`config.mk`:
```
export PLATFORM = sky130hd
export DESIGN_NAME = cpu_mode_control_core
export DESIGN_NICKNAME = d
export VERILOG_FILES = /design/src/cpu_mode_pkg.sv /design/src/cpu_mode_control_core.sv
export SDC_FILE = /design/constraint.sdc
export NUM_CORES = 1
export LEC_CHECK = 0
export BUFFER_PORTS_ARGS = -buffer_cell sky130_fd_sc_hd__buf_2
export CAP_MARGIN = 20
export CELL_PAD_IN_SITES_DETAIL_PLACEMENT = 1
export CELL_PAD_IN_SITES_GLOBAL_PLACEMENT = 1
export CORE_UTILIZATION = 44
export DETAILED_ROUTE_END_ITERATION = 10
export PLACE_DENSITY_LB_ADDON = 0.1
export REMOVE_ABC_BUFFERS = 1
export SETUP_SLACK_MARGIN = 0.1
export SLEW_MARGIN = 20
export SYNTH_ARGS = -nofsm -noshare
export SYNTH_HDL_FRONTEND = slang
export SYNTH_SLANG_ARGS = --single-unit
```
`constraint.sdc`:
```
create_clock -name aclk -period 7.11 [get_ports aclk]
set_clock_uncertainty 0.05 [all_clocks]
set_input_delay 1.0665 -clock aclk [delete_from_list [all_inputs] [get_ports aclk]]
set_output_delay 1.0665 -clock aclk [all_outputs]
set_load 0.01 [all_outputs]
```
`src/cpu_mode_pkg.sv`:
```
// package: constants and types for the cpu mode control core
package cpu_mode_pkg;

    // machine-cycle phases, eight clock pulses per cycle
    localparam logic [2:0] PH_P1   = 3'h1;
    localparam logic [2:0] PH_LO   = 3'h2;
    localparam logic [2:0] PH_WR0  = 3'h4;
    localparam logic [2:0] PH_P2   = 3'h6;
    localparam logic [2:0] PH_LAST = 3'h7;

    typedef enum logic [2:0] {
        ST_INIT  = 3'b000,
        ST_FETCH = 3'b001,
        ST_EXEC  = 3'b010,
        ST_EXEC2 = 3'b011,
        ST_DMA   = 3'b100,
        ST_INT   = 3'b101,
        ST_IDLE  = 3'b110
    } state_t;

    localparam logic [1:0] SC_FETCH = 2'h0;
    localparam logic [1:0] SC_EXEC  = 2'h1;
    localparam logic [1:0] SC_DMA   = 2'h2;
    localparam logic [1:0] SC_INT   = 2'h3;

    // opcode groups (high nibble) and sub-codes (low nibble)
    localparam logic [3:0] OP_LDN  = 4'h0;
    localparam logic [3:0] OP_INC  = 4'h1;
    localparam logic [3:0] OP_BR   = 4'h3;
    localparam logic [3:0] OP_GRP7 = 4'h7;
    localparam logic [3:0] OP_GRPF = 4'hf;
    localparam logic [3:0] N_DIS   = 4'h1;
    localparam logic [3:0] N_REQ   = 4'ha;
    localparam logic [3:0] N_SEQ   = 4'hb;
    localparam logic [3:0] N_ADD   = 4'h4;
    localparam logic [3:0] N_SHR   = 4'h6;

    localparam logic [3:0]  INT_X   = 4'h2;
    localparam logic [3:0]  INT_P   = 4'h1;
    localparam logic [3:0]  R_PC0   = 4'h0;
    localparam logic        INT_EN_RST = 1'b1;
    localparam logic [15:0] R0_RST  = 16'h0000;

    // register map, byte addresses
    localparam logic [7:0] REG_STATUS = 8'h00;
    localparam logic [7:0] REG_ACC    = 8'h04;
    localparam logic [7:0] REG_PC     = 8'h08;
    localparam logic [7:0] REG_CTRL   = 8'h0c;
    localparam int         CTRL_HALT  = 0;
    localparam logic [1:0] RESP_OK    = 2'b00;
    localparam logic [1:0] RESP_ERR   = 2'b10;

    typedef struct packed {
        logic rst;
        logic run;
        logic load;
        logic pause;
    } mode_t;

endpackage : cpu_mode_pkg

```
`src/cpu_mode_control_core.sv`:
```
// cpu mode control core: mode decode, cycle sequencer, registers, axi-lite
// Behaviour
// R1: each machine cycle is eight clocks; instructions take two or three cycles
// R2: sixteen 16-bit scratch-pad registers chosen by N, P or X selectors
// R3: chosen register copied to address latch, sent high byte then low byte
// R4: ALU combines accumulator with bus byte; carry flag from add and shift
// R5: clear and wait both high means run mode
// R6: clear low, wait high: reset, zero I N X P Q bus, enable set
// R7: leaving reset runs one init cycle clearing X, P and R0
// R8: in reset both timing pulses quiet and state stays init
// R9: clear and wait low: load mode, DMA bytes stored from address zero
// R10: wait low with clear high halts at next edge, outputs held
// R11: wait high again resumes at the next clock edge
// R12: pause freezes internal operation only, clock keeps running
// R13: while paused no DMA or interrupt is acknowledged
// R14: run begins fetching from address zero with R0 as counter
// R15: pending DMA at run start gives a DMA cycle first
// R16: interrupts ignored during init and until first instruction or DMA
// R17: instruction 71 then byte 00 clears interrupt enable
// R18: outside logic holds DMA off until counter leaves R0
// R19: outside logic gives no interrupt request in load mode
// R20: four active-low flag inputs tested by short branches
// R21: switch-driven flag inputs are debounced outside
// R22: clear and wait synchronised before mode decode
`timescale 1ns/1ps
`default_nettype none
module cpu_mode_control_core
    import cpu_mode_pkg::*;
(
    input  wire logic        aclk,
    input  wire logic        aresetn,
    input  wire logic        clear_n,
    input  wire logic        wait_n,
    input  wire logic        dma_in_req_n,
    input  wire logic        int_req_n,
    input  wire logic        ext_flag_input_1_n,
    input  wire logic        ext_flag_input_2_n,
    input  wire logic        ext_flag_input_3_n,
    input  wire logic        ext_flag_input_4_n,
    input  wire logic [7:0]  data_in,
    input  wire logic [7:0]  dma_data_in,
    output logic      [7:0]  mem_addr,
    output logic      [7:0]  data_out,
    output logic             mem_rd,
    output logic             mem_wr,
    output logic             timing_pulse_first,
    output logic             timing_pulse_second,
    output logic      [1:0]  state_code,
    output logic             q_out,
    input  wire logic        awvalid,
    output logic             awready,
    input  wire logic [7:0]  awaddr,
    input  wire logic        wvalid,
    output logic             wready,
    input  wire logic [31:0] wdata,
    input  wire logic [3:0]  wstrb,
    output logic             bvalid,
    input  wire logic        bready,
    output logic      [1:0]  bresp,
    input  wire logic        arvalid,
    output logic             arready,
    input  wire logic [7:0]  araddr,
    output logic             rvalid,
    input  wire logic        rready,
    output logic      [31:0] rdata,
    output logic      [1:0]  rresp
);

    // does the execute cycle of this opcode read memory
    function automatic logic mem_op(input logic [3:0] i, input logic [3:0] n);
        mem_op = (i == OP_LDN && n != 4'h0) || (i == OP_BR) ||
                 (i == OP_GRP7 && n == N_DIS) || (i == OP_GRPF && n == N_ADD);
    endfunction : mem_op

    // scratch-pad index used for the address of a cycle
    function automatic logic [3:0] addr_sel(input state_t s, input logic [3:0] i,
                                            input logic [3:0] n, input logic [3:0] x,
                                            input logic [3:0] p);
        if (s == ST_DMA)
            addr_sel = R_PC0;
        else if (s == ST_EXEC && i == OP_LDN)
            addr_sel = n;
        else if (s == ST_EXEC && i == OP_GRPF)
            addr_sel = x;
        else
            addr_sel = p;
    endfunction : addr_sel

    // clear/wait synchronisers
    logic clr_m_q, clr_s_q, wt_m_q, wt_s_q;
    always_ff @(posedge aclk) begin
        if (!aresetn) begin
            clr_m_q <= 1'b0;
            clr_s_q <= 1'b0;
            wt_m_q  <= 1'b1;
            wt_s_q  <= 1'b1;
        end else begin
            clr_m_q <= clear_n; // R22
            clr_s_q <= clr_m_q;
            wt_m_q  <= wait_n;
            wt_s_q  <= wt_m_q;
        end
    end

    logic  halt_q;
    mode_t md;
    always_comb begin
        md.rst   = !clr_s_q && wt_s_q; // R6
        md.load  = !clr_s_q && !wt_s_q; // R9
        md.pause = clr_s_q && (!wt_s_q || halt_q); // R10
        md.run   = clr_s_q && wt_s_q && !halt_q; // R5
    end

    logic       dma_req, int_req, cyc_end;
    logic [3:0] ef_true;
    assign dma_req = !dma_in_req_n;
    assign int_req = !int_req_n;
    assign ef_true = ~{ext_flag_input_4_n, ext_flag_input_3_n,
                       ext_flag_input_2_n, ext_flag_input_1_n}; // R20

    // core state
    state_t      st_q, st_d;
    logic [2:0]  ph_q, ph_d, ph_nx;
    logic [3:0]  i_q, i_d, n_q, n_d, x_q, x_d, p_q, p_d, sel;
    logic [7:0]  d_q, d_d, opnd_q, opnd_d;
    logic        df_q, df_d, int_en_q, int_en_d, q_q, q_d, armed_q, armed_d;
    logic [15:0] a_q, a_d;
    logic [15:0] rf_q [16]; // R2
    logic        rf_we;
    logic [3:0]  rf_wi;
    logic [15:0] rf_wv;
    logic [7:0]  mem_addr_d, data_out_d;
    logic        mem_rd_d, mem_wr_d, tp1_d, tp2_d;
    logic [1:0]  sc_d;
    logic        rd_cyc;
    logic [8:0]  sum;
    assign cyc_end = (ph_q == PH_LAST) && !md.pause && !md.rst;

    always_comb begin
        st_d = st_q;
        ph_d = ph_q;
        i_d = i_q;
        n_d = n_q;
        x_d = x_q;
        p_d = p_q;
        d_d = d_q;
        df_d = df_q;
        int_en_d = int_en_q;
        q_d = q_q;
        armed_d = armed_q;
        opnd_d = opnd_q;
        a_d = a_q;
        mem_addr_d = mem_addr;
        data_out_d = data_out;
        mem_rd_d = mem_rd;
        mem_wr_d = mem_wr;
        tp1_d = timing_pulse_first;
        tp2_d = timing_pulse_second;
        sc_d = state_code;
        rf_we = 1'b0;
        rf_wi = 4'h0;
        rf_wv = 16'h0000;
        sel = 4'h0;
        ph_nx = ph_q + 3'h1;
        sum = {1'b0, d_q} + {1'b0, opnd_q};
        rd_cyc = (st_q == ST_FETCH) || (st_q == ST_EXEC && mem_op(i_q, n_q));
        if (md.rst) begin
            st_d = ST_INIT; // R8
            ph_d = 3'h0;
            i_d = 4'h0; // R6
            n_d = 4'h0;
            x_d = 4'h0;
            p_d = 4'h0;
            q_d = 1'b0;
            int_en_d = INT_EN_RST;
            armed_d = 1'b0; // R16
            data_out_d = 8'h00;
            mem_rd_d = 1'b0;
            mem_wr_d = 1'b0;
            tp1_d = 1'b0; // R8
            tp2_d = 1'b0;
        end else if (!md.pause) begin // R10 R11 R12
            ph_d = ph_nx; // R1
            tp1_d = (ph_nx == PH_P1);
            tp2_d = (ph_nx == PH_P2);
            mem_rd_d = rd_cyc && (ph_nx >= PH_LO);
            mem_wr_d = (st_q == ST_DMA) && (ph_nx >= PH_WR0) && (ph_nx <= PH_P2);
            if (st_q == ST_DMA)
                data_out_d = dma_data_in;
            // operand of the disable stays put through its third cycle
            if (ph_q == PH_P2 && st_q != ST_EXEC2) // R17
                opnd_d = (st_q == ST_DMA) ? dma_data_in : data_in;
            if (ph_q == PH_LAST) begin
                st_d = ST_FETCH;
                case (st_q)
                    ST_INIT: begin
                        x_d = 4'h0; // R7
                        p_d = 4'h0;
                        rf_we = 1'b1;
                        rf_wi = R_PC0;
                        rf_wv = R0_RST;
                        if (md.load)
                            st_d = dma_req ? ST_DMA : ST_IDLE; // R9
                        else
                            st_d = dma_req ? ST_DMA : ST_FETCH; // R14 R15
                    end
                    ST_IDLE: begin
                        if (dma_req)
                            st_d = ST_DMA; // R9
                        else if (md.load)
                            st_d = ST_IDLE;
                    end
                    ST_FETCH: begin
                        i_d = opnd_q[7:4];
                        n_d = opnd_q[3:0];
                        rf_we = 1'b1;
                        rf_wi = p_q;
                        rf_wv = rf_q[p_q] + 16'h0001;
                        st_d = ST_EXEC;
                    end
                    ST_EXEC: begin
                        armed_d = 1'b1; // R16
                        if (i_q == OP_LDN && n_q != 4'h0) begin
                            d_d = opnd_q;
                        end else if (i_q == OP_INC) begin
                            rf_we = 1'b1;
                            rf_wi = n_q;
                            rf_wv = rf_q[n_q] + 16'h0001;
                        end else if (i_q == OP_BR) begin
                            rf_we = 1'b1;
                            rf_wi = p_q;
                            if (n_q[3:2] == 2'b01 && ef_true[n_q[1:0]]) // R20
                                rf_wv = {rf_q[p_q][15:8], opnd_q};
                            else
                                rf_wv = rf_q[p_q] + 16'h0001;
                        end else if (i_q == OP_GRP7) begin
                            if (n_q == N_DIS) begin
                                rf_we = 1'b1;
                                rf_wi = p_q;
                                rf_wv = rf_q[p_q] + 16'h0001;
                                st_d = ST_EXEC2; // R1
                            end
                            if (n_q == N_SEQ)
                                q_d = 1'b1;
                            if (n_q == N_REQ)
                                q_d = 1'b0;
                        end else if (i_q == OP_GRPF && n_q == N_ADD) begin
                            d_d = sum[7:0]; // R4
                            df_d = sum[8];
                        end else if (i_q == OP_GRPF && n_q == N_SHR) begin
                            d_d = {1'b0, d_q[7:1]}; // R4
                            df_d = d_q[0];
                        end
                    end
                    ST_EXEC2: begin
                        x_d = opnd_q[7:4]; // R17
                        p_d = opnd_q[3:0];
                        int_en_d = 1'b0;
                    end
                    ST_DMA: begin
                        armed_d = 1'b1; // R16
                        rf_we = 1'b1;
                        rf_wi = R_PC0;
                        rf_wv = rf_q[R_PC0] + 16'h0001; // R9
                    end
                    ST_INT: begin
                        x_d = INT_X;
                        p_d = INT_P;
                        int_en_d = 1'b0;
                    end
                    default: st_d = ST_INIT;
                endcase
                if (st_q inside {ST_EXEC, ST_EXEC2, ST_DMA, ST_INT} &&
                    st_d != ST_EXEC2) begin
                    if (dma_req)
                        st_d = ST_DMA; // R13
                    else if (int_req && int_en_d && armed_d && md.run)
                        st_d = ST_INT; // R16
                    else if (md.load)
                        st_d = ST_IDLE;
                end
                sel = addr_sel(st_d, i_d, n_d, x_d, p_d);
                a_d = (rf_we && rf_wi == sel) ? rf_wv : rf_q[sel]; // R3
                case (st_d)
                    ST_DMA: sc_d = SC_DMA;
                    ST_INT: sc_d = SC_INT;
                    ST_FETCH: sc_d = SC_FETCH;
                    default: sc_d = SC_EXEC;
                endcase
            end
            mem_addr_d = (ph_nx < PH_LO) ? a_d[15:8] : a_d[7:0]; // R3
        end
    end

    always_ff @(posedge aclk) begin
        if (!aresetn) begin
            st_q <= ST_INIT;
            ph_q <= 3'h0;
            i_q <= 4'h0;
            n_q <= 4'h0;
            x_q <= 4'h0;
            p_q <= 4'h0;
            d_q <= 8'h00;
            df_q <= 1'b0;
            int_en_q <= INT_EN_RST;
            q_q <= 1'b0;
            armed_q <= 1'b0;
            opnd_q <= 8'h00;
            a_q <= 16'h0000;
            mem_addr <= 8'h00;
            data_out <= 8'h00;
            mem_rd <= 1'b0;
            mem_wr <= 1'b0;
            timing_pulse_first <= 1'b0;
            timing_pulse_second <= 1'b0;
            state_code <= SC_FETCH;
            q_out <= 1'b0;
        end else begin
            st_q <= st_d;
            ph_q <= ph_d;
            i_q <= i_d;
            n_q <= n_d;
            x_q <= x_d;
            p_q <= p_d;
            d_q <= d_d;
            df_q <= df_d;
            int_en_q <= int_en_d;
            q_q <= q_d;
            armed_q <= armed_d;
            opnd_q <= opnd_d;
            a_q <= a_d;
            mem_addr <= mem_addr_d;
            data_out <= data_out_d;
            mem_rd <= mem_rd_d;
            mem_wr <= mem_wr_d;
            timing_pulse_first <= tp1_d;
            timing_pulse_second <= tp2_d;
            state_code <= sc_d;
            q_out <= q_d;
        end
    end

    always_ff @(posedge aclk) begin
        if (rf_we)
            rf_q[rf_wi] <= rf_wv; // R2
    end

    // register bus slave
    logic        aw_have_q, aw_have_d, w_have_q, w_have_d, halt_d;
    logic [7:0]  awa_q, awa_d;
    logic [31:0] wd_q, wd_d, rdata_d;
    logic [3:0]  ws_q, ws_d;
    logic        awready_d, wready_d, bvalid_d, arready_d, rvalid_d;
    logic [1:0]  bresp_d, rresp_d;

    always_comb begin
        aw_have_d = aw_have_q | (awvalid && awready);
        w_have_d = w_have_q | (wvalid && wready);
        awa_d = (awvalid && awready) ? awaddr : awa_q;
        wd_d = (wvalid && wready) ? wdata : wd_q;
        ws_d = (wvalid && wready) ? wstrb : ws_q;
        halt_d = halt_q;
        bvalid_d = bvalid && !bready;
        bresp_d = bresp;
        rvalid_d = rvalid && !rready;
        rdata_d = rdata;
        rresp_d = rresp;
        if (aw_have_d && w_have_d && !bvalid) begin
            aw_have_d = 1'b0;
            w_have_d = 1'b0;
            bvalid_d = 1'b1;
            bresp_d = RESP_ERR;
            if (awa_d == REG_CTRL) begin
                bresp_d = RESP_OK;
                if (ws_d[0])
                    halt_d = wd_d[CTRL_HALT];
            end
        end
        if (arvalid && arready) begin
            rvalid_d = 1'b1;
            rresp_d = RESP_OK;
            if (araddr == REG_STATUS)
                rdata_d = {21'h0, armed_q, int_en_q, df_q, q_q, md, st_q};
            else if (araddr == REG_ACC)
                rdata_d = {20'h0, ef_true, d_q};
            else if (araddr == REG_PC)
                rdata_d = {16'h0, rf_q[p_q]};
            else if (araddr == REG_CTRL)
                rdata_d = {31'h0, halt_q};
            else begin
                rdata_d = 32'h0000_0000;
                rresp_d = RESP_ERR;
            end
        end
        awready_d = !aw_have_d && !bvalid_d;
        wready_d = !w_have_d && !bvalid_d;
        arready_d = !rvalid_d;
    end

    always_ff @(posedge aclk) begin
        if (!aresetn) begin
            aw_have_q <= 1'b0;
            w_have_q <= 1'b0;
            awa_q <= 8'h00;
            wd_q <= 32'h0000_0000;
            ws_q <= 4'h0;
            halt_q <= 1'b0;
            awready <= 1'b0;
            wready <= 1'b0;
            bvalid <= 1'b0;
            bresp <= RESP_OK;
            arready <= 1'b0;
            rvalid <= 1'b0;
            rdata <= 32'h0000_0000;
            rresp <= RESP_OK;
        end else begin
            aw_have_q <= aw_have_d;
            w_have_q <= w_have_d;
            awa_q <= awa_d;
            wd_q <= wd_d;
            ws_q <= ws_d;
            halt_q <= halt_d;
            awready <= awready_d;
            wready <= wready_d;
            bvalid <= bvalid_d;
            bresp <= bresp_d;
            arready <= arready_d;
            rvalid <= rvalid_d;
            rdata <= rdata_d;
            rresp <= rresp_d;
        end
    end

endmodule : cpu_mode_control_core
`default_nettype wire

```
==> results of run 1 <==
## cells in the mapped netlist (8+ instances only)
cell,n,area share
and2_1,24,0.0065
inv_1,26,0.0043
o211ai_1,20,0.0065
buf_1,15,0.0025
or3_1,13,0.0035
nor2_1,141,0.023
ha_1,15,0.0082
mux4_1,10,0.011
o2111ai_1,8,0.0031
and3_1,27,0.0074
clkbuf_8,8,0.0048
a22o_1,10,0.0038
nand2_1,325,0.053
o22ai_1,11,0.0030
nor4_1,19,0.0052
a311oi_1,14,0.0053
a21oi_1,86,0.019
buf_2,40,0.0087
nand2b_1,14,0.0038
a22oi_1,62,0.020
buf_6,14,0.0069
nor2b_1,19,0.0052
edfxtp_1,256,0.33
o21ai_0,80,0.017
buf_4,26,0.0085
xnor2_1,28,0.011
and4_1,8,0.0031
mux2i_1,48,0.021
nand3_1,104,0.023
a31oi_1,42,0.011
xor2_1,11,0.0042
a211oi_1,37,0.012
clkbuf_1,62,0.010
mux4_2,124,0.12
dfxtp_1,128,0.11
nand4_1,31,0.0084
mux2_2,12,0.0059
nor3_1,35,0.0076
## metal layers
layer / track usage / up-vias
met5: 0 / -
met4: 0.157 / 0
met3: 0.0619 / 229
met2: 0.548 / 1008
met1: 0.453 / 10100
li1: - / 8289
## power breakdown
part           leakage, uW  total, uW  switching (uW)  internal (uW)
registers          0.00355       2370            6.80           2360
logic              0.00401        105            69.3           35.9
clock network     0.000752       2410             963           1440
total              0.00832       4880            1040           3840
## worst register-to-register path, delay by kind of cell (launching register included)
kind,cells,cell delay [ns]
compound gates,6,1.62
simple gates,3,1.05
flops,1,0.83
buf+inv,2,0.80
mux,1,0.74
## state kept, by name, summed over array words and instances, names as in the netlist, 2 cells and up, named ones only
| signal | flops |
|---|---|
| rf_q | 256 |
| a_q | 16 |
| rdata | 16 |
| awa_q | 8 |
| d_q | 8 |
| data_out | 8 |
| mem_addr | 8 |
| opnd_q | 8 |
| i_q | 4 |
| n_q | 4 |
| p_q | 4 |
| x_q | 4 |
| ph_q | 3 |
| st_q | 3 |
| state_code | 2 |
## cell type report
cell class | count | share of cell area
tap | 680 | 0.0334
clock inverter | 21 | 0.00969
clock buffer | 62 | 0.0505
timing repair buffer | 145 | 0.0345
antenna | 1 | 0.0000984
sequential | 384 | 0.403
multi-input combinational | 1561 | 0.464
inverter | 27 | 0.00398
## path summary, 6_finish.rpt
| check | startpoint | cells after the start | end | slack, ns |
|---|---|---|---|---|
| max | st_q[1]$_SDFFE_PP0P_ | 12 | mem_addr[0]$_SDFFE_PN0P_ | 1.90 |
| max reg2reg | st_q[1]$_SDFFE_PP0P_ | 12 | mem_addr[0]$_SDFFE_PN0P_ | 1.90 |
| min reg2reg | wt_m_q$_SDFF_PN1_ | 1 | wt_s_q$_SDFF_PN1_ | 0.37 |
| min | wt_m_q$_SDFF_PN1_ | 1 | wt_s_q$_SDFF_PN1_ | 0.37 |
## cell families (layout without fill, tap and decap cells)
group	Yosys count	in the layout	share of synthesized area
xor gates and xnor gates	39	39	0.0149
buffers and inverters	196	255	0.0492
DFF	384	384	0.447
other	1	19	0.000163
AOI/OAI and AO/OA	468	468	0.142
and+or+nand+nor	822	822	0.174
adders and majority gates	16	16	0.00905
muxes	198	198	0.164
## per-stage QoR
step                       util  setup slack (ns)  instances  hold slack [ns]
after detailed placement  0.465              1.95       2797            0.359
after floorplan               -              1.66       1972            0.336
after global routing      0.495              1.81       2880            0.419
final                     0.495              1.90       2881            0.373
after CTS                 0.495              1.95       2880            0.385
after global placement    0.465              2.00       2797            0.355
==> results.md, run 1 <==
* Post-synth EDFFs at 256
* M1 WL at 36.6 mm
* Post-DP Area at 23900 um2
* Area growth syn-to-layout at 10.8%
* CTS tree: built
* Nets@finish at 2263
* Die area at 53100 um2
* RSZ-0062 raised after global routing: false
* Most frequent CP cell: buf_4
* Via-to-Cell Ratio at 6.82
* Core area at 51400 um2
* Pin count of the biggest net entering global routing at 49
* Post-route cell area at 25400 um2
* IO buf count at 94
* Worst-Skew Late Latency at 0.60 ns
* Final setup vio count at 0
* Startpoint Class: flip-flop
* Buffers and inverters on the worst path at 2
* Clock Sinks at 384
* P_leak at 0.00832 uW
* HPWL Detailed at 61.6 mm
* Required time worst endpoint at 7.53 ns
* Syn. warnings at 0
* VDD IR max at 0.195 mV
* CTS resizes at 0
* Clock slew at reported path FFs at 0.06 ns
* Worst Setup End Kind: flip-flop
* Crit-path cells: nor3b_2, nand3_1, o2111a_1, nor3_4, buf_4, buf_4, a31oi_1, a22o_1, a311o_1, mux2i_1, a31o_2, o21ai_0
* Hold Vio Cnt, Final at 0
* Ports at 147
* First-pass GRT wire length at 133 mm
* Clock Path Buffers at 3
* Max_slew headroom at 0.180
* WL met3 at 8.02 mm
* Top sig layer: met4
* Initial Utilization at 0.447
* Die Span X at 230 um
* HP Class: reg -> reg
* Post-synth top flop: edfxtp_1
* Gr ovfl total at 0
* Register area at 10300 um2
* Antenna violations before repair at 0
* Total number of vias at 19700
* Crit path arrival time at 5.64 ns
* Commonest non-fill, non-tap cell in the layout: nand2_1
* FP Rows at 83
* Sequential fraction of the synthesis area at 0.447
* Met2 routed WL at 42.0 mm
* Mean Syn Cell Area at 10.8 um2
* Die span in y at 230 um
* Top Family by Delay on Critical Path: compound AO/OA/AOI/OAI gates
* Crit share post-route at 0.733
* Multi-input gate area at 11800 um2
* Post-Synthesis Cells at 2124
* CTS Hold Bufs at 0
* TritonRoute pass-1 iters at 8
* Antenna-violating nets left at 0
* Wire per inst at 31.6 um
* PnR Total Power at 4880 uW
* Vias in the first global route at 19400
* Number of fill cells at 5551
* CP Class: reg -> reg
* Post-route minimum period at 5.21 ns
* Synth unique cells at 117
* Post-synthesis register bit count at 384
* Routed WL at 91.1 mm
* Number of max-cap violations at 0
* CTS Root Cell: clkbuf_16
* Post-CTS Setup Bufs at 0
* Mapped Area at 23000 um2
* RD Place Congestion at 0.964
* DRC at 0
* Max stage delay on crit path at 0.83 ns
* Total number of H-tree levels at 2
* Async set-or-reset flop fraction in the synthesized netlist at 0
* Power Density at 192 nW/um2
* Fraction of layout instances using a drive strength above 1 at 0.200
* Detailed Route Iter0 Violations at 2188
* Most frequent cells in the layout: nand2_1 (324), edfxtp_1 (256), mux4_2 (124), dfxtp_1 (123), nor2_1 (120)
* Post-route setup TNS at 0 ns
* TritonCTS buffer count at 45
* Max-slew violations at 0
* Status: complete, no violations
* Total Routing Usage GR at 0.342
* Critical path's slowest cell: dfxtp_1
* Least-Margin Pin Slew at 1.23 ns
* Fmax at 192 MHz
* Max FO, Critical Path at 25
Note: power is estimated with default switching activity, not from simulation.
==> run 2, diff against run 1 <==
==> constraint.sdc (replaced) <==
create_clock -name aclk -period 4.4 [get_ports aclk]
set_clock_uncertainty 0.05 [all_clocks]
set_input_delay 0.66 -clock aclk [delete_from_list [all_inputs] [get_ports aclk]]
set_output_delay 0.66 -clock aclk [all_outputs]
set_load 0.01 [all_outputs]
==> run 2 against run 1 <==
  * Global-route usage increased by 0.88 points
  * Setup slack lost 1.7 ns
  * Worst hold slack got worse by 0.15 ns
  * Sequential share of layout area decreased by 1.6 points
  * Die area is the same
  * Count of clock-buffer cells in the layout fell by 2
  * Routed wire length increased by 2.6%
  * Maximum frequency increased by 23%
  * Flip-flop and latch count unchanged
  * Clock power increased by 52%
  * Largest cell class unchanged
==> results.md, run 2 (same netlist as run 1, synthesis figures left out) <==
* Status: complete, no violations
* Initial Utilization at 0.447
* Least-Margin Pin Slew at 1.20 ns
* Pint at 5970 uW
* Detailed Route Iter0 Violations at 1995
* P_leak at 0.00904 uW
* Max-slew violations at 0
* Total number of vias at 20200
* Max FO, Critical Path at 37
* Worst Setup End Kind: flip-flop
* Vias in the first global route at 20100
* Switching power at 1690 uW
* Fmax at 235 MHz
* Post-route setup TNS at 0 ns
* Ports at 147
* Logic gate share of total power at 0.022
* Total number of H-tree levels at 2
* Routed WL at 93.5 mm
* RD Place Congestion at 0.962
* RSZ-0062 raised after global routing: true
* CTS tree: built
* PnR Total Power at 7660 uW
* Post-route minimum period at 4.25 ns
* Switching portion of total power at 0.221
* CTS Root Cell: clkbuf_16
* Fraction of layout instances using a drive strength above 1 at 0.249
* Number of max-cap violations at 0
* Crit path arrival time at 4.63 ns
* Max_slew headroom at 0.197
* Nets@finish at 2410
* CP Class: reg -> reg
* Max reg flops at 256
* Most frequent CP cell: buf_4
* Max stage delay on crit path at 0.67 ns
* Die Span X at 230 um
* Commonest non-fill, non-tap cell in the layout: nand2_1
* Area growth syn-to-layout at 15.5%
* Wire per inst at 30.9 um
* VDD IR max at 0.340 mV
* Sequential share of power at 0.500
* HPWL Detailed at 66.5 mm
* Die span in y at 230 um
* Largest registers: rf_q: 256 flops, a_q: 16 flops, rdata: 16 flops
* TritonCTS buffer count at 45
* Most flops, register: rf_q
* Clock slew at reported path FFs at 0.05 ns
* Power Density at 289 nW/um2
* Crit-path cells: and4_1, nor4_1, a2111oi_2, buf_4, nand3_4, buf_4, a211oi_1, a211o_1, o311ai_2, buf_4, mux2_2, o22ai_1, o41ai_1
* Required time worst endpoint at 4.78 ns
* Antenna-violating nets left at 0
* Final setup vio count at 0
* Clock Path Buffers at 3
* TritonRoute pass-1 iters at 6
* Die area at 53100 um2
* Pin count of the biggest net entering global routing at 45
* # diodes at 0
* Total Routing Usage GR at 0.351
* Most frequent cells in the layout: nand2_1 (324), edfxtp_1 (256), buf_4 (183), mux4_2 (124), dfxtp_1 (122)
* Core area at 51400 um2
* First-pass GRT wire length at 137 mm
* Clock Sinks at 384
* Critical path's slowest cell: dfxtp_1
* Worst R2R Setup Slack at 0.15 ns
* HP Class: in -> reg
* CTS Hold Bufs at 0
* FP Rows at 83
* Hold Vio Cnt, Final at 0
* Gr ovfl total at 0
* Startpoint Class: flip-flop
* Antenna violations before repair at 1
* IO buf count at 94
* Post-DP Area at 25100 um2
* DRC at 0
* Via-to-Cell Ratio at 6.69
* Crit share post-route at 0.966
* Power share of the clock group at 0.478
* Worst-Skew Late Latency at 0.62 ns
* Post-route cell area at 26500 um2
-- run 2: cell count changes in the layout (fill, tap and decap cells not counted), moves of 2 or more --
| cell | previous run | this run |
|---|---|---|
| clkbuf_8 | 7 | 3 |
| clkbuf_1 | 8 | 10 |
| nor2_4 | 12 | 1 |
| clkinv_2 | 5 | 7 |
| buf_4 | 49 | 183 |
| nor2_2 | 11 | 22 |
| bufinv_16 | 5 | 2 |
| clkinv_1 | 9 | 6 |
| buf_12 | 2 | 15 |
-- run 2: path summary, 6_finish.rpt --
| check | startpoint | depth (start not counted) | to |
|---|---|---|---|
| setup / recovery | opnd_q[4]$_SDFFE_PN0P_ | 13 | mem_addr[5]$_SDFFE_PN0P_ |
| hold / removal | wait_n | 2 | wt_m_q$_SDFF_PN1_ |
| setup reg to reg | opnd_q[4]$_SDFFE_PN0P_ | 13 | mem_addr[5]$_SDFFE_PN0P_ |
| hold reg to reg | wt_m_q$_SDFF_PN1_ | 1 | wt_s_q$_SDFF_PN1_ |
-- run 2: area by class of cell --
| class | instances | area (um2) |
|---|---|---|
| Clock buffer | 60 | 1240 |
| Clock inverter | 17 | 156 |
| Fill cell | 5539 | 24900 |
| Inverter | 27 | 101 |
| Multi-Input combinational cell | 1561 | 11800 |
| Sequential cell | 384 | 10300 |
| Tap cell | 680 | 851 |
| Timing Repair Buffer | 292 | 2140 |
-- run 2: what timing repair did --
action | in CTS | in global routing
buffers inserted | 2 | 0
setup endpoints to repair | 4 | 34
gates resized for setup | 3 | 3
cloned | 0 | 0
pin swaps | 1 | 0
-- run 2: critical path: cells and delay by family (launching register included) --
kind | cells | cell delay, ns
AOI/OAI and AO/OA | 6 | 1.35
and+or+nand+nor | 3 | 0.88
buffers and inverters | 3 | 0.78
DFF | 1 | 0.67
muxes | 1 | 0.35
-- run 2: power groups by stage --
stage / registers, uW / logic [uW] / clock network, uW
after floorplan: 3910 / 80.8 / 0
after global placement: 3900 / 168 / 0
after detailed placement: 3910 / 171 / 0
after CTS: 3830 / 172 / 3710
after global routing: 3830 / 187 / 3830
final: 3830 / 172 / 3660
-- run 2: layer usage --
layer	share of wire	up-vias	track usage
li1	-	8556	-
met1	0.40	10400	0.466
met2	0.46	1064	0.554
met3	0.087	243	0.0651
met4	0.050	0	0.172
met5	0	-	0
-- run 2: through the flow --
step | std cells | util | hold WS (ns) | setup WS [ns]
finish | 3021 | 0.516 | 0.222 | 0.150
detailed placement | 2942 | 0.488 | 0.363 | -0.334
CTS | 3021 | 0.516 | 0.198 | 0.114
global placement | 2942 | 0.488 | 0.351 | -0.260
floorplan | 1972 | - | 0.336 | -1.05
global route | 3021 | 0.516 | 0.201 | 0.0290
==> run 3, diff against run 2 <==
--- a/config.mk
+++ b/config.mk
@@ -12,6 +12,7 @@
 export CORE_UTILIZATION = 44
 export DETAILED_ROUTE_END_ITERATION = 10
 export PLACE_DENSITY_LB_ADDON = 0.1
+export RECOVER_POWER = 25
 export REMOVE_ABC_BUFFERS = 1
 export SETUP_SLACK_MARGIN = 0.1
 export SLEW_MARGIN = 20
==> run 3 against run 2 <==
  * Maximum frequency rose by 0.57%
  * The flow now finishes with violations (max-capacitance violations, max-slew violations)
  * Setup slack gained 0.024 ns
  * Sequential power barely moved
  * Flip-flop and latch count unchanged
  * Utilization fell by 0.18 points
  * Critical endpoint is now mem_addr[4]$_SDFFE_PN0P_
  * Die area unchanged
  * Highest routed layer unchanged
  * Routed wire length down 0.19%
  * Count of clock-buffer cells in the layout unchanged
==> results.md, run 3 (same netlist as run 1, synthesis figures left out) <==
* Detailed Route Iter0 Violations at 2016
* Total number of vias at 20200
* Crit path arrival time at 4.64 ns
* Failing checks: max-capacitance violations, max-slew violations
* Hold Slack at 0.222 ns
* Number of max-cap violations at 1
* RSZ-0062 raised after global routing: true
* Reg2Reg Capture Point: mem_addr[4]$_SDFFE_PN0P_
* First-pass GRT wire length at 137 mm
* Clock Path Buffers at 3
* DRC at 0
* Die area at 53100 um2
* Nets@finish at 2410
* Most frequent cells in the layout: nand2_1 (324), edfxtp_1 (256), buf_4 (175), mux4_2 (124), dfxtp_1 (122)
* Fraction of layout instances using a drive strength above 1 at 0.225
* Worst R2R Setup Slack at 0.17 ns
* Multi-input gate area at 11800 um2
* Clock Sinks at 384
* Wire per inst at 30.9 um
* WHS Path Cells at 2
* Number of fill cells at 5561
* Hold Path End: wt_m_q$_SDFF_PN1_
* Vias in the first global route at 20100
* HP Class: in -> reg
* Largest registers: rf_q: 256 flops, a_q: 16 flops, rdata: 16 flops
* HPWL Detailed at 66.5 mm
* Commonest non-fill, non-tap cell in the layout: nand2_1
* Post-route minimum period at 4.23 ns
* Final setup vio count at 0
* Worst Setup End Kind: flip-flop
* Post-route cell area at 26400 um2
* Hold Path Origin: wait_n
* CTS tree: built
* Total Routing Usage GR at 0.351
* IO buf count at 94
* Post-DP Area at 25100 um2
* Top sig layer: met4
* TritonRoute pass-1 iters at 5
* Non-filler instance count after layout at 3021
* Hold Vio Cnt, Final at 0
* Ports at 147
* Core area at 51400 um2
* Startpoint Class: flip-flop
* TritonCTS buffer count at 45
* Die Span X at 230 um
* Power Density at 290 nW/um2
* Pin count of the biggest net entering global routing at 45
* FP Rows at 83
* Placed Cells incl. Taps at 2942
* P_leak at 0.00881 uW
* CTS Root Cell: clkbuf_16
* Via-to-Cell Ratio at 6.68
* Required time worst endpoint at 4.81 ns
* Gr ovfl total at 0
* Max-slew violations at 40
* Antenna-violating nets left at 0
* Max FO, Critical Path at 13
* Fmax at 237 MHz
* Least-Margin Pin Slew at 1.99 ns
* Antenna violations before repair at 1
* Clock slew at reported path FFs at 0.06 ns
* Initial Utilization at 0.447
* Met2 routed WL at 43.0 mm
* Worst-Skew Late Latency at 0.61 ns
* Routed WL at 93.3 mm
* Status: complete, but fails checks
* VDD IR max at 0.340 mV
* WL met3 at 8.42 mm
* Crit share post-route at 0.960
* Total number of H-tree levels at 2
* CP Class: reg -> reg
* Worst reg2reg path depth at 14
* Most flops, register: rf_q
* Area growth syn-to-layout at 15.1%
* Register area at 10300 um2
* Max reg flops at 256
* RD Place Congestion at 0.962
* # diodes at 0
* Max_slew headroom at -0.324
* Die span in y at 230 um
* M1 WL at 37.2 mm
## run 3: area by class of cell
cell class / instances / share of cell area
clock inverters: 17 / 0.00592
inverters: 27 / 0.00384
repair buffers: 292 / 0.0780
well taps: 680 / 0.0322
flip-flops and latches: 384 / 0.388
clock buffers: 60 / 0.0468
multi-input cells: 1561 / 0.445
## run 3: per-stage QoR
stage,util,setup TNS [ns],power [uW],setup slack [ns]
6_report,0.514,0,7650,0.174
5_1_grt,0.514,0,7840,0.0286
4_1_cts,0.516,0,7710,0.114
3_5_place_dp,0.488,-0.426,4080,-0.334
3_3_place_gp,0.488,-0.366,4070,-0.260
2_1_floorplan,-,-196.69,3990,-1.05
## run 3: critical path: stages (launching register included)
cell and delay, ns:
dfxtp_2 0.70, buf_4 0.36, buf_4 0.18, mux4_2 0.29, a22oi_1 0.30, nand2_1 0.17, ha_1 0.23, nand2b_1 0.11
buf_4 0.22, o41a_1 0.18, nor2_1 0.08, or3_1 0.42, o22ai_1 0.42, a31oi_1 0.16, and3_1 0.20
## run 3: where the power goes
group          switching [uW]  internal [uW]  total, uW  leakage, uW
combinational             113           55.8        169      0.00457
sequential               11.4           3820       3830      0.00355
clock                    1570           2090       3650     0.000689
## run 3: worst max path at each step
stage | from | end | slack, ns | depth (start not counted)
final | flip-flop | mem_addr[4]$_SDFFE_PN0P_ | 0.17 | 14
after global routing | flip-flop | mem_addr[5]$_SDFFE_PN0P_ | 0.03 | 13
after CTS | flip-flop | rf_q[11][14]$_DFFE_PP_ | 0.11 | 10
after detailed placement | st_q[1]$_SDFFE_PP0P_ | mem_addr[5]$_SDFFE_PN0P_ | -0.33 | 12
after global placement | st_q[1]$_SDFFE_PP0P_ | mem_addr[5]$_SDFFE_PN0P_ | -0.26 | 12
after floorplan | flip-flop | rf_q[0][14]$_DFFE_PP_ | -1.05 | 11
## run 3: routing by layer
| layer | GRT usage | vias up |
|---|---|---|
| met5 | 0 | - |
| met4 | 0.172 | 0 |
| met3 | 0.0651 | 245 |
| met2 | 0.554 | 1061 |
| met1 | 0.466 | 10300 |
| li1 | - | 8558 |
## run 3: timing repair
item,in CTS,in global routing
setup endpoints to repair,4,34
setup buffers,2,0
gates resized for setup,3,3
pin swaps,1,0
hold buffers,0,0
